**src/hdl/adccf_map.vh**
```
`ifndef ADCCF_MAP_VH
`define ADCCF_MAP_VH

// Register byte offsets
`define ADCCF_OFS_CTRL_B       8'h03
`define ADCCF_OFS_RESULT_LOW   8'h04
`define ADCCF_OFS_RESULT_HIGH  8'h05
`define ADCCF_OFS_CTRL_A       8'h06
`define ADCCF_OFS_MUX_SELECT   8'h07

// control_status_a fields
`define ADCCF_A_ENABLE         7
`define ADCCF_A_START          6
`define ADCCF_A_AUTO           5
`define ADCCF_A_DONE           4
`define ADCCF_A_IRQ_EN         3
`define ADCCF_A_DIV_HI         2
`define ADCCF_A_DIV_LO         0

// control_status_b fields
`define ADCCF_B_BIPOLAR        7
`define ADCCF_B_CHAN_HI        3
`define ADCCF_B_TRIG_HI        2
`define ADCCF_B_TRIG_LO        0

// mux_select_reg fields
`define ADCCF_M_LEFT_ALIGN     5
`define ADCCF_M_CHAN_HI        4
`define ADCCF_M_CHAN_LO        0

// Reset values
`define ADCCF_RST_CTRL_A       8'h00
`define ADCCF_RST_CTRL_B       8'h00
`define ADCCF_RST_MUX          8'h00
`define ADCCF_RST_RESULT       10'h000

// Converter clock cycles per conversion
`define ADCCF_CYC_FIRST        5'h19
`define ADCCF_CYC_NORMAL       5'h0D

// Special codes
`define ADCCF_TEMP_CHANNEL     6'h3F
`define ADCCF_TRIG_FREE_RUN    3'h0
`define ADCCF_CODE_MAX         10'h3FF
`define ADCCF_CODE_MIN         10'h000
`define ADCCF_BIP_MAX          10'h1FF
`define ADCCF_BIP_MIN          10'h200

`endif

```
**src/hdl/adccf_prescaler.v**
```verilog
`timescale 1ns/1ns
module adccf_prescaler
(
  input  wire       core_clk,
  input  wire       rst_n,
  input  wire       run,
  input  wire       restart,
  input  wire [2:0] div_select,
  output reg        tick
);

  reg  [6:0] count;
  reg  [6:0] mask;

  // Codes 0 and 1 both divide by two
  always @*
  begin
    case (div_select)
      3'h0:    mask = 7'h01;
      3'h1:    mask = 7'h01;
      3'h2:    mask = 7'h03;
      3'h3:    mask = 7'h07;
      3'h4:    mask = 7'h0F;
      3'h5:    mask = 7'h1F;
      3'h6:    mask = 7'h3F;
      default: mask = 7'h7F;
    endcase
  end

  always @(posedge core_clk)
  begin
    if (!rst_n || !run || restart)
    begin
      count <= 7'h00;
      tick  <= 1'b0;
    end
    else
    begin
      count <= count + 7'h01;
      tick  <= ((count & mask) == mask);
    end
  end

endmodule // adccf_prescaler

```
**src/hdl/adccf_top.v**
```verilog
// The strobed register port is this design's own decision.
`timescale 1ns/1ns
`include "adccf_map.vh"

// Summary of operation
// - Single-ended code clamps to 0..3FF unsigned
// - Unipolar differential clamps negative to zero
// - Bipolar mode only when bipolar select set
// - Bipolar halves difference, two's complement range
// - Bit 9 in high byte is sign
// - Channel all ones enables temperature sensor
// - Result registers update at completion flag
// - Enable bit 7 turns converter on/off
// - Clearing enable aborts running conversion
// - Writing start bit begins a conversion
// - First conversion after enable takes 25 cycles
// - Start bit reads one while converting
// - Writing zero to start is ignored
// - Auto trigger enable uses selected source
// - Rising trigger edge starts a conversion
// - Done flag set at completion, cleared by one
// - Prescaler divides system clock by 2..128
// - Left-align changes presented data immediately
// - Low byte read locks result until high read
module adccf_top
(
  input  wire        core_clk,
  input  wire        rst_n,
  input  wire [7:0]  reg_addr,
  input  wire [7:0]  reg_wdata,
  input  wire        reg_write,
  input  wire        reg_read,
  output reg  [7:0]  reg_rdata,
  input  wire        irq_ack,
  input  wire [7:0]  trigger_in,
  input  wire [11:0] analog_value,
  input  wire        channel_is_diff,
  output reg         conv_irq,
  output reg         converter_on,
  output reg         sample_start,
  output reg         long_conversion,
  output reg  [5:0]  channel_select,
  output reg         bipolar_mode,
  output reg         temp_sensor_enable
);

  localparam [1:0] ST_IDLE = 2'h0;
  localparam [1:0] ST_WAIT = 2'h1;
  localparam [1:0] ST_CONV = 2'h2;

  // control_status_a fields
  reg        converter_enable;
  reg        start_conversion;
  reg        auto_trigger_enable;
  reg        conversion_done_flag;
  reg        done_irq_enable;
  reg  [2:0] clock_divider_select;

  // control_status_b and mux_select_reg
  reg        bipolar_select;
  reg        chan_msb;
  reg  [2:0] trigger_source_select;
  reg  [7:0] mux_select_reg;

  reg  [1:0] state;
  reg  [4:0] cycle_count;
  reg  [4:0] conv_length;
  reg        first_pending;
  reg        result_locked;
  reg  [9:0] result_word;
  reg        trig_prev;

  wire       conv_tick;
  wire       left_align;
  wire [5:0] channel_gain_select;
  wire       wr_ctrl_a;
  wire       wr_ctrl_b;
  wire       wr_mux;
  wire       rd_low;
  wire       rd_high;
  wire       trig_level;
  wire       trig_edge;
  wire       free_running;
  wire       sw_start;
  wire       auto_start;
  wire       enable_off;
  wire       conv_complete;
  wire       next_enable;
  wire       flag_clear;

  reg  [9:0] formatted;
  reg  [11:0] half_value;
  reg  [7:0] pres_low;
  reg  [7:0] pres_high;
  reg  [7:0] next_rdata;

  assign left_align          = mux_select_reg[`ADCCF_M_LEFT_ALIGN];
  assign channel_gain_select = {chan_msb, mux_select_reg[`ADCCF_M_CHAN_HI:`ADCCF_M_CHAN_LO]};

  assign wr_ctrl_a = reg_write && (reg_addr == `ADCCF_OFS_CTRL_A);
  assign wr_ctrl_b = reg_write && (reg_addr == `ADCCF_OFS_CTRL_B);
  assign wr_mux    = reg_write && (reg_addr == `ADCCF_OFS_MUX_SELECT);
  assign rd_low    = reg_read && (reg_addr == `ADCCF_OFS_RESULT_LOW);
  assign rd_high   = reg_read && (reg_addr == `ADCCF_OFS_RESULT_HIGH);

  assign next_enable = wr_ctrl_a ? reg_wdata[`ADCCF_A_ENABLE] : converter_enable;
  assign enable_off  = wr_ctrl_a && !reg_wdata[`ADCCF_A_ENABLE];

  // A written zero never reaches the start logic
  assign sw_start = wr_ctrl_a && reg_wdata[`ADCCF_A_START] && next_enable;

  // Inputs are synchronous, so the edge is taken directly
  assign trig_level   = trigger_in[trigger_source_select];
  assign trig_edge    = trig_level && !trig_prev;
  assign free_running = auto_trigger_enable &&
                        (trigger_source_select == `ADCCF_TRIG_FREE_RUN);
  assign auto_start   = auto_trigger_enable && converter_enable && !free_running &&
                        trig_edge && (state == ST_IDLE) && !enable_off;

  assign conv_complete = (state == ST_CONV) && conv_tick &&
                         (cycle_count == conv_length - 5'h01);

  assign flag_clear = (wr_ctrl_a && reg_wdata[`ADCCF_A_DONE]) || irq_ack;

  // Trigger restarts the prescaler for a fixed trigger-to-sample delay
  adccf_prescaler u_prescaler
  (
    .core_clk   (core_clk),
    .rst_n      (rst_n),
    .run        (converter_enable),
    .restart    (auto_start),
    .div_select (clock_divider_select),
    .tick       (conv_tick)
  );

  // Raw value is the difference scaled by 1024 over reference, gain applied
  always @*
  begin
    half_value = {analog_value[11], analog_value[11:1]};
    if (bipolar_select && channel_is_diff)
    begin
      if (half_value[11:9] == 3'b000 || half_value[11:9] == 3'b111)
        formatted = half_value[9:0];
      else if (half_value[11])
        formatted = `ADCCF_BIP_MIN;
      else
        formatted = `ADCCF_BIP_MAX;
    end
    else if (analog_value[11])
      formatted = `ADCCF_CODE_MIN;
    else if (analog_value[10])
      formatted = `ADCCF_CODE_MAX;
    else
      formatted = analog_value[9:0];
  end

  // Alignment is applied at read time so a change shows at once
  always @*
  begin
    if (left_align)
    begin
      pres_high = result_word[9:2];
      pres_low  = {result_word[1:0], 6'h00};
    end
    else
    begin
      pres_high = {6'h00, result_word[9:8]};
      pres_low  = result_word[7:0];
    end
  end

  always @*
  begin
    case (reg_addr)
      `ADCCF_OFS_RESULT_LOW:  next_rdata = pres_low;
      `ADCCF_OFS_RESULT_HIGH: next_rdata = pres_high;
      `ADCCF_OFS_CTRL_A:      next_rdata = {converter_enable, start_conversion,
                                            auto_trigger_enable, conversion_done_flag,
                                            done_irq_enable, clock_divider_select};
      `ADCCF_OFS_CTRL_B:      next_rdata = {bipolar_select, 3'h0, chan_msb,
                                            trigger_source_select};
      `ADCCF_OFS_MUX_SELECT:  next_rdata = mux_select_reg;
      default:                next_rdata = 8'h00;
    endcase
  end

  always @(posedge core_clk)
  begin
    if (!rst_n)
      reg_rdata <= 8'h00;
    else if (reg_read)
      reg_rdata <= next_rdata;
    else
      reg_rdata <= 8'h00;
  end

  // Plain configuration registers
  always @(posedge core_clk)
  begin
    if (!rst_n)
    begin
      auto_trigger_enable   <= 1'b0;
      done_irq_enable       <= 1'b0;
      clock_divider_select  <= 3'h0;
      bipolar_select        <= 1'b0;
      chan_msb              <= 1'b0;
      trigger_source_select <= 3'h0;
      mux_select_reg        <= `ADCCF_RST_MUX;
      trig_prev             <= 1'b0;
    end
    else
    begin
      trig_prev <= trig_level;
      if (wr_ctrl_a)
      begin
        auto_trigger_enable  <= reg_wdata[`ADCCF_A_AUTO];
        done_irq_enable      <= reg_wdata[`ADCCF_A_IRQ_EN];
        clock_divider_select <= reg_wdata[`ADCCF_A_DIV_HI:`ADCCF_A_DIV_LO];
      end
      if (wr_ctrl_b)
      begin
        bipolar_select        <= reg_wdata[`ADCCF_B_BIPOLAR];
        chan_msb              <= reg_wdata[`ADCCF_B_CHAN_HI];
        trigger_source_select <= reg_wdata[`ADCCF_B_TRIG_HI:`ADCCF_B_TRIG_LO];
      end
      if (wr_mux)
        mux_select_reg <= reg_wdata;
    end
  end

  // Conversion sequencer
  always @(posedge core_clk)
  begin
    if (!rst_n)
    begin
      converter_enable <= 1'b0;
      start_conversion <= 1'b0;
      first_pending    <= 1'b0;
      state            <= ST_IDLE;
      cycle_count      <= 5'h00;
      conv_length      <= `ADCCF_CYC_NORMAL;
      sample_start     <= 1'b0;
      long_conversion  <= 1'b0;
    end
    else
    begin
      sample_start <= 1'b0;
      if (wr_ctrl_a)
        converter_enable <= reg_wdata[`ADCCF_A_ENABLE];
      if (wr_ctrl_a && reg_wdata[`ADCCF_A_ENABLE] && !converter_enable)
        first_pending <= 1'b1;
      if (enable_off)
      begin
        state            <= ST_IDLE;
        start_conversion <= 1'b0;
        long_conversion  <= 1'b0;
      end
      else
      begin
        case (state)
          ST_IDLE:
          begin
            if (sw_start || auto_start)
            begin
              start_conversion <= 1'b1;
              state            <= ST_WAIT;
            end
          end
          ST_WAIT:
          begin
            if (conv_tick)
            begin
              state        <= ST_CONV;
              cycle_count  <= 5'h00;
              sample_start <= 1'b1;
              // Start written with enable still gets the long conversion
              if (first_pending || (wr_ctrl_a && !converter_enable))
              begin
                conv_length     <= `ADCCF_CYC_FIRST;
                long_conversion <= 1'b1;
                first_pending   <= 1'b0;
              end
              else
              begin
                conv_length     <= `ADCCF_CYC_NORMAL;
                long_conversion <= 1'b0;
              end
            end
          end
          ST_CONV:
          begin
            if (conv_tick)
              cycle_count <= cycle_count + 5'h01;
            if (conv_complete)
            begin
              long_conversion <= 1'b0;
              if (free_running)
                state <= ST_WAIT;
              else
              begin
                state            <= ST_IDLE;
                start_conversion <= 1'b0;
              end
            end
          end
          default:
          begin
            state <= ST_IDLE;
          end
        endcase
      end
    end
  end

  // Result, read lock and completion flag
  always @(posedge core_clk)
  begin
    if (!rst_n)
    begin
      result_word          <= `ADCCF_RST_RESULT;
      result_locked        <= 1'b0;
      conversion_done_flag <= 1'b0;
    end
    else
    begin
      if (rd_low)
        result_locked <= 1'b1;
      else if (rd_high)
        result_locked <= 1'b0;
      // Completion while locked drops the sample rather than tearing it
      if (conv_complete && !result_locked)
        result_word <= formatted;
      // Set beats a clear arriving in the same cycle
      if (conv_complete)
        conversion_done_flag <= 1'b1;
      else if (flag_clear)
        conversion_done_flag <= 1'b0;
    end
  end

  // Outputs toward the analog core and the interrupt controller
  always @(posedge core_clk)
  begin
    if (!rst_n)
    begin
      conv_irq           <= 1'b0;
      converter_on       <= 1'b0;
      channel_select     <= 6'h00;
      bipolar_mode       <= 1'b0;
      temp_sensor_enable <= 1'b0;
    end
    else
    begin
      conv_irq     <= conversion_done_flag && done_irq_enable;
      converter_on <= converter_enable;
      bipolar_mode <= bipolar_select;
      // Selection frozen while converting so the input stays settled
      if (state != ST_CONV || conv_complete)
      begin
        channel_select     <= channel_gain_select;
        temp_sensor_enable <= (channel_gain_select == `ADCCF_TEMP_CHANNEL);
      end
    end
  end

endmodule // adccf_top

```
**config.mk**
```make
export PLATFORM = sky130hd
export DESIGN_NAME = adccf_top
export DESIGN_NICKNAME = d
export VERILOG_FILES = /design/src/hdl/adccf_prescaler.v /design/src/hdl/adccf_top.v
export VERILOG_INCLUDE_DIRS = /design/src /design/src/hdl
export SDC_FILE = /design/constraint.sdc
export NUM_CORES = 1
export LEC_CHECK = 0
export BUFFER_PORTS_ARGS = -buffer_cell sky130_fd_sc_hd__clkbuf_2
export CORE_ASPECT_RATIO = 0.7
export CORE_MARGIN = 1.5
export CORE_UTILIZATION = 50
export CTS_CLUSTER_SIZE = 30
export DETAILED_ROUTE_END_ITERATION = 8
export PLACE_DENSITY = 0.73
export SETUP_SLACK_MARGIN = 0.15
export SYNTH_ARGS = -nofsm -noshare
export SYNTH_HDL_FRONTEND = slang
export SYNTH_SLANG_ARGS = --single-unit
```
**constraint.sdc**
```tcl
create_clock -name core_clk -period 1.7 [get_ports core_clk]
set_input_delay 0.17 -clock core_clk [delete_from_list [all_inputs] [get_ports core_clk]]
set_output_delay 0.17 -clock core_clk [all_outputs]
set_load 0.02 [all_outputs]
```
==> flow_metrics.py <==
metrics = {
    "run_status": {
        "status": "completed",
    },
    "sta": {
        "timing.final.max_slew_violations": 0,
        "tns_ns": 0,
        "relSlewSlack_pct": 68.6,
        "rsz0062_at_grt": "yes",
        "tightest_slew_ns": 0.470,
        "fin_skew_ns": 0.00809,
        "fin_crit_sh_pct": 95.4,
        "period_needed_ns": 1.62,
        "fmax_mhz": 617,
        "layout_setup_ws_ns": 0.0779,
        "finalHoldViolations": 0,
        "setup_viol_count_final": 0,
    },
    "yosys": {
        "async_reset_ff_share_pct": 0,
        "synth_top_area_cell": "dfxtp_1",
        "synth_ff_type": "dfxtp_1",
        "yosysTopAreaCellShare_pct": 41.8,
        "synth-seq-area-share_pct": 41.8,
        "synth_fp_nets": 434,
        "syn-cell-area_sq_um": 3400,
        "synthTopCellsByArea": "dfxtp_1, nor2_1, mux2i_1, a21oi_1, mux2_2",
        "syn_avg_cell_area_sq_um": 8.79,
        "synth_edf_count": 0,
        "ys_types": 51,
        "synth-seq-cells": 71,
        "yosysWarnings": 0,
        "syn-instance-count": 387,
    },
    "clock_tree": {
        "clockBufferDepth": 2,
        "cts_root_buf": "clkbuf_8",
        "cts_tree": "done",
        "htreeDepth": 3,
        "path_clk_slew_ns": 0.07,
        "cts_buffers": 9,
        "clkLatencyLatePin_ns": 0.35,
        "cts_num_sinks": 71,
    },
    "grt": {
        "grt_pass1_wl_microns": 14500,
        "grt_pass1_vias": 3006,
        "grt_max_degree": 41,
        "grtUsageMet2_pct": 35.9,
        "grt.busiest_layer": "met1",
        "grt_use_total_pct": 25.7,
        "overflow": 0,
        "met1_usage_pct": 37.9,
        "met3_usage_pct": 8.29,
        "antenna_found_initial": 0,
    },
    "pwr": {
        "swShare_pct": 23.3,
        "peakVddDrop_v": 0.000652,
        "p_total_w": 0.00335,
        "power.share.combinational_pct": 6.0,
        "p_per_area_nw_per_um2": 769,
        "p_seq_share_pct": 49.5,
        "switching_power_w": 0.000780,
        "p_clk_share_pct": 44.5,
        "power_leakage_nw": 1.81,
        "internal-power_w": 0.00257,
    },
    "floorplanning": {
        "die-area_sq_um": 7320,
        "die_y_microns": 72.0,
        "row_count": 24,
        "start_util_pct": 53.2,
        "core_sq_um": 6400,
        "pin_count": 62,
        "chipWidth_microns": 102,
    },
    "route": {
        "drt_pass1_iterations": 5,
        "via_per_inst": 5.55,
        "drcViolationCount": 0,
        "drt-total-wl_microns": 8800,
        "vias": 3163,
        "wl_per_cell_microns": 15.4,
        "drt.antenna.violating_nets": 0,
        "drt_iter0_drc": 192,
    },
    "worst_setup_path": {
        "cp.required_ns": 1.94,
        "path_class": "flop to flop",
        "cp-startpoint": "trigger_source_select[0]",
        "cp-start-kind": "flop",
        "cp.arrival_ns": 1.86,
        "worstSetupEndpointType": "flop",
        "timing.rr.start": "trigger_source_select[0]",
        "cp_max_fo": 8,
    },
    "placement": {
        "placed_area_sq_um": 3990,
        "post-place-ws_ns": -0.105,
        "gp_congestion": 0.823,
        "place_inst": 550,
        "dp_hpwl_microns": 6280,
        "place.port_buffers": 61,
    },
    "cells_and_area": {
        "layout_common_cells": "dfxtp_1, nor2_1, clkbuf_2",
        "syn2layout_area_growth_pct": 28.1,
        "largest_reg_flops": 10,
        "fill_cells": 562,
        "final_cell_area_sq_um": 4360,
        "stdcell_count": 570,
        "mostFrequentLayoutCell": "dfxtp_1",
        "num_antenna_cells": 0,
        "nets": 521,
        "layout-drive-gt1-share_pct": 33.0,
    },
    "flow_run": {
        "cap_violations": 0,
    },
    "min_path": {
        "hp-class": "input pin to flop",
        "hp-start": "reg_read",
    },
}
kinds of logic after synthesis:
group	Yosys count	synth area share [%]
AOI/OAI and AO/OA	91	17.1
xor gates and xnor gates	10	2.57
adders and majority gates	5	1.84
buffers and inverters	35	4.74
DFF	71	41.8
muxes	36	11.0
and+or+nand+nor	139	21.0
power by group through the flow:
stage / Sequential (W) / Clock [W] / Combinational, W
2_1_floorplan: 0.00170 / 0 / 0.0000935
3_3_place_gp: 0.00170 / 0 / 0.000188
3_5_place_dp: 0.00170 / 0 / 0.000192
4_1_cts: 0.00166 / 0.00151 / 0.000195
5_1_grt: 0.00166 / 0.00159 / 0.000221
6_report: 0.00166 / 0.00149 / 0.000200
synth_stat cells, types with 3 or more instances:
cell type  instances
clkbuf_1          10
mux2_2            10
ha_1               5
nand2_1           18
a31oi_1            3
a22oi_1            4
nand4_1            4
xnor2_1            8
nand4b_1           3
a32oi_1            3
mux2i_1           26
inv_1             13
a22o_1             6
nand2b_1           4
nor2_1            70
and3_1             6
buf_2              6
a21oi_1           38
nor3_1             5
nand3b_1           5
nand3_1            4
nor2b_1            5
o21ai_0           15
dfxtp_1           71
a211oi_1          11
metal layers:
metal  part of all wire [%]  wire [microns]
met1                     50            4420
met2                     40            3560
met3                    8.3             733
met4                    1.1              95
met5                      0               0
timing repair:
| item | in CTS | in global routing |
|---|---|---|
| hold buffers | 0 | 0 |
| setup endpoints to repair | 24 | 27 |
| setup buffers | 2 | 0 |
| gates cloned | 2 | 0 |
| resized for setup | 25 | 12 |
| pin swaps | 15 | 7 |
final timing paths:
path / endpoint / slack [ns] / depth (start not counted)
setup / recovery: u_prescaler.tick / 0.08 / 5
hold / removal: result_locked / 0.09 / 2
setup reg to reg: u_prescaler.tick / 0.08 / 5
hold reg to reg: u_prescaler.count[0] / 0.47 / 1
per-stage QoR:
step	hold slack [ns]	util, %
final	0.0854	68.1
after global routing	0.0810	68.1
after CTS	0.0670	67.5
after detailed placement	0.439	62.4
after global placement	0.433	62.4
after floorplan	0.286	-
final cells by class:
cell class                      count  area [sq um]  share of cell area (%)
Multi-Input combinational cell    281          1910                    43.9
Sequential cell                    71          1440                    32.9
Timing Repair Buffer               98           623                    14.3
Clock buffer                        9           124                    2.84
Tap cell                           91           114                    2.61
Clock inverter                      7          97.6                    2.24
Inverter                           13          48.8                    1.12
critical path: stages (launching register included):
cell       delay [ns]
dfxtp_4          0.38
mux2i_1          0.13
o2bb2ai_2        0.13
or4_4            0.52
o21ai_4          0.26
nor4_2           0.08
Power figures use the tool's default switching activity.
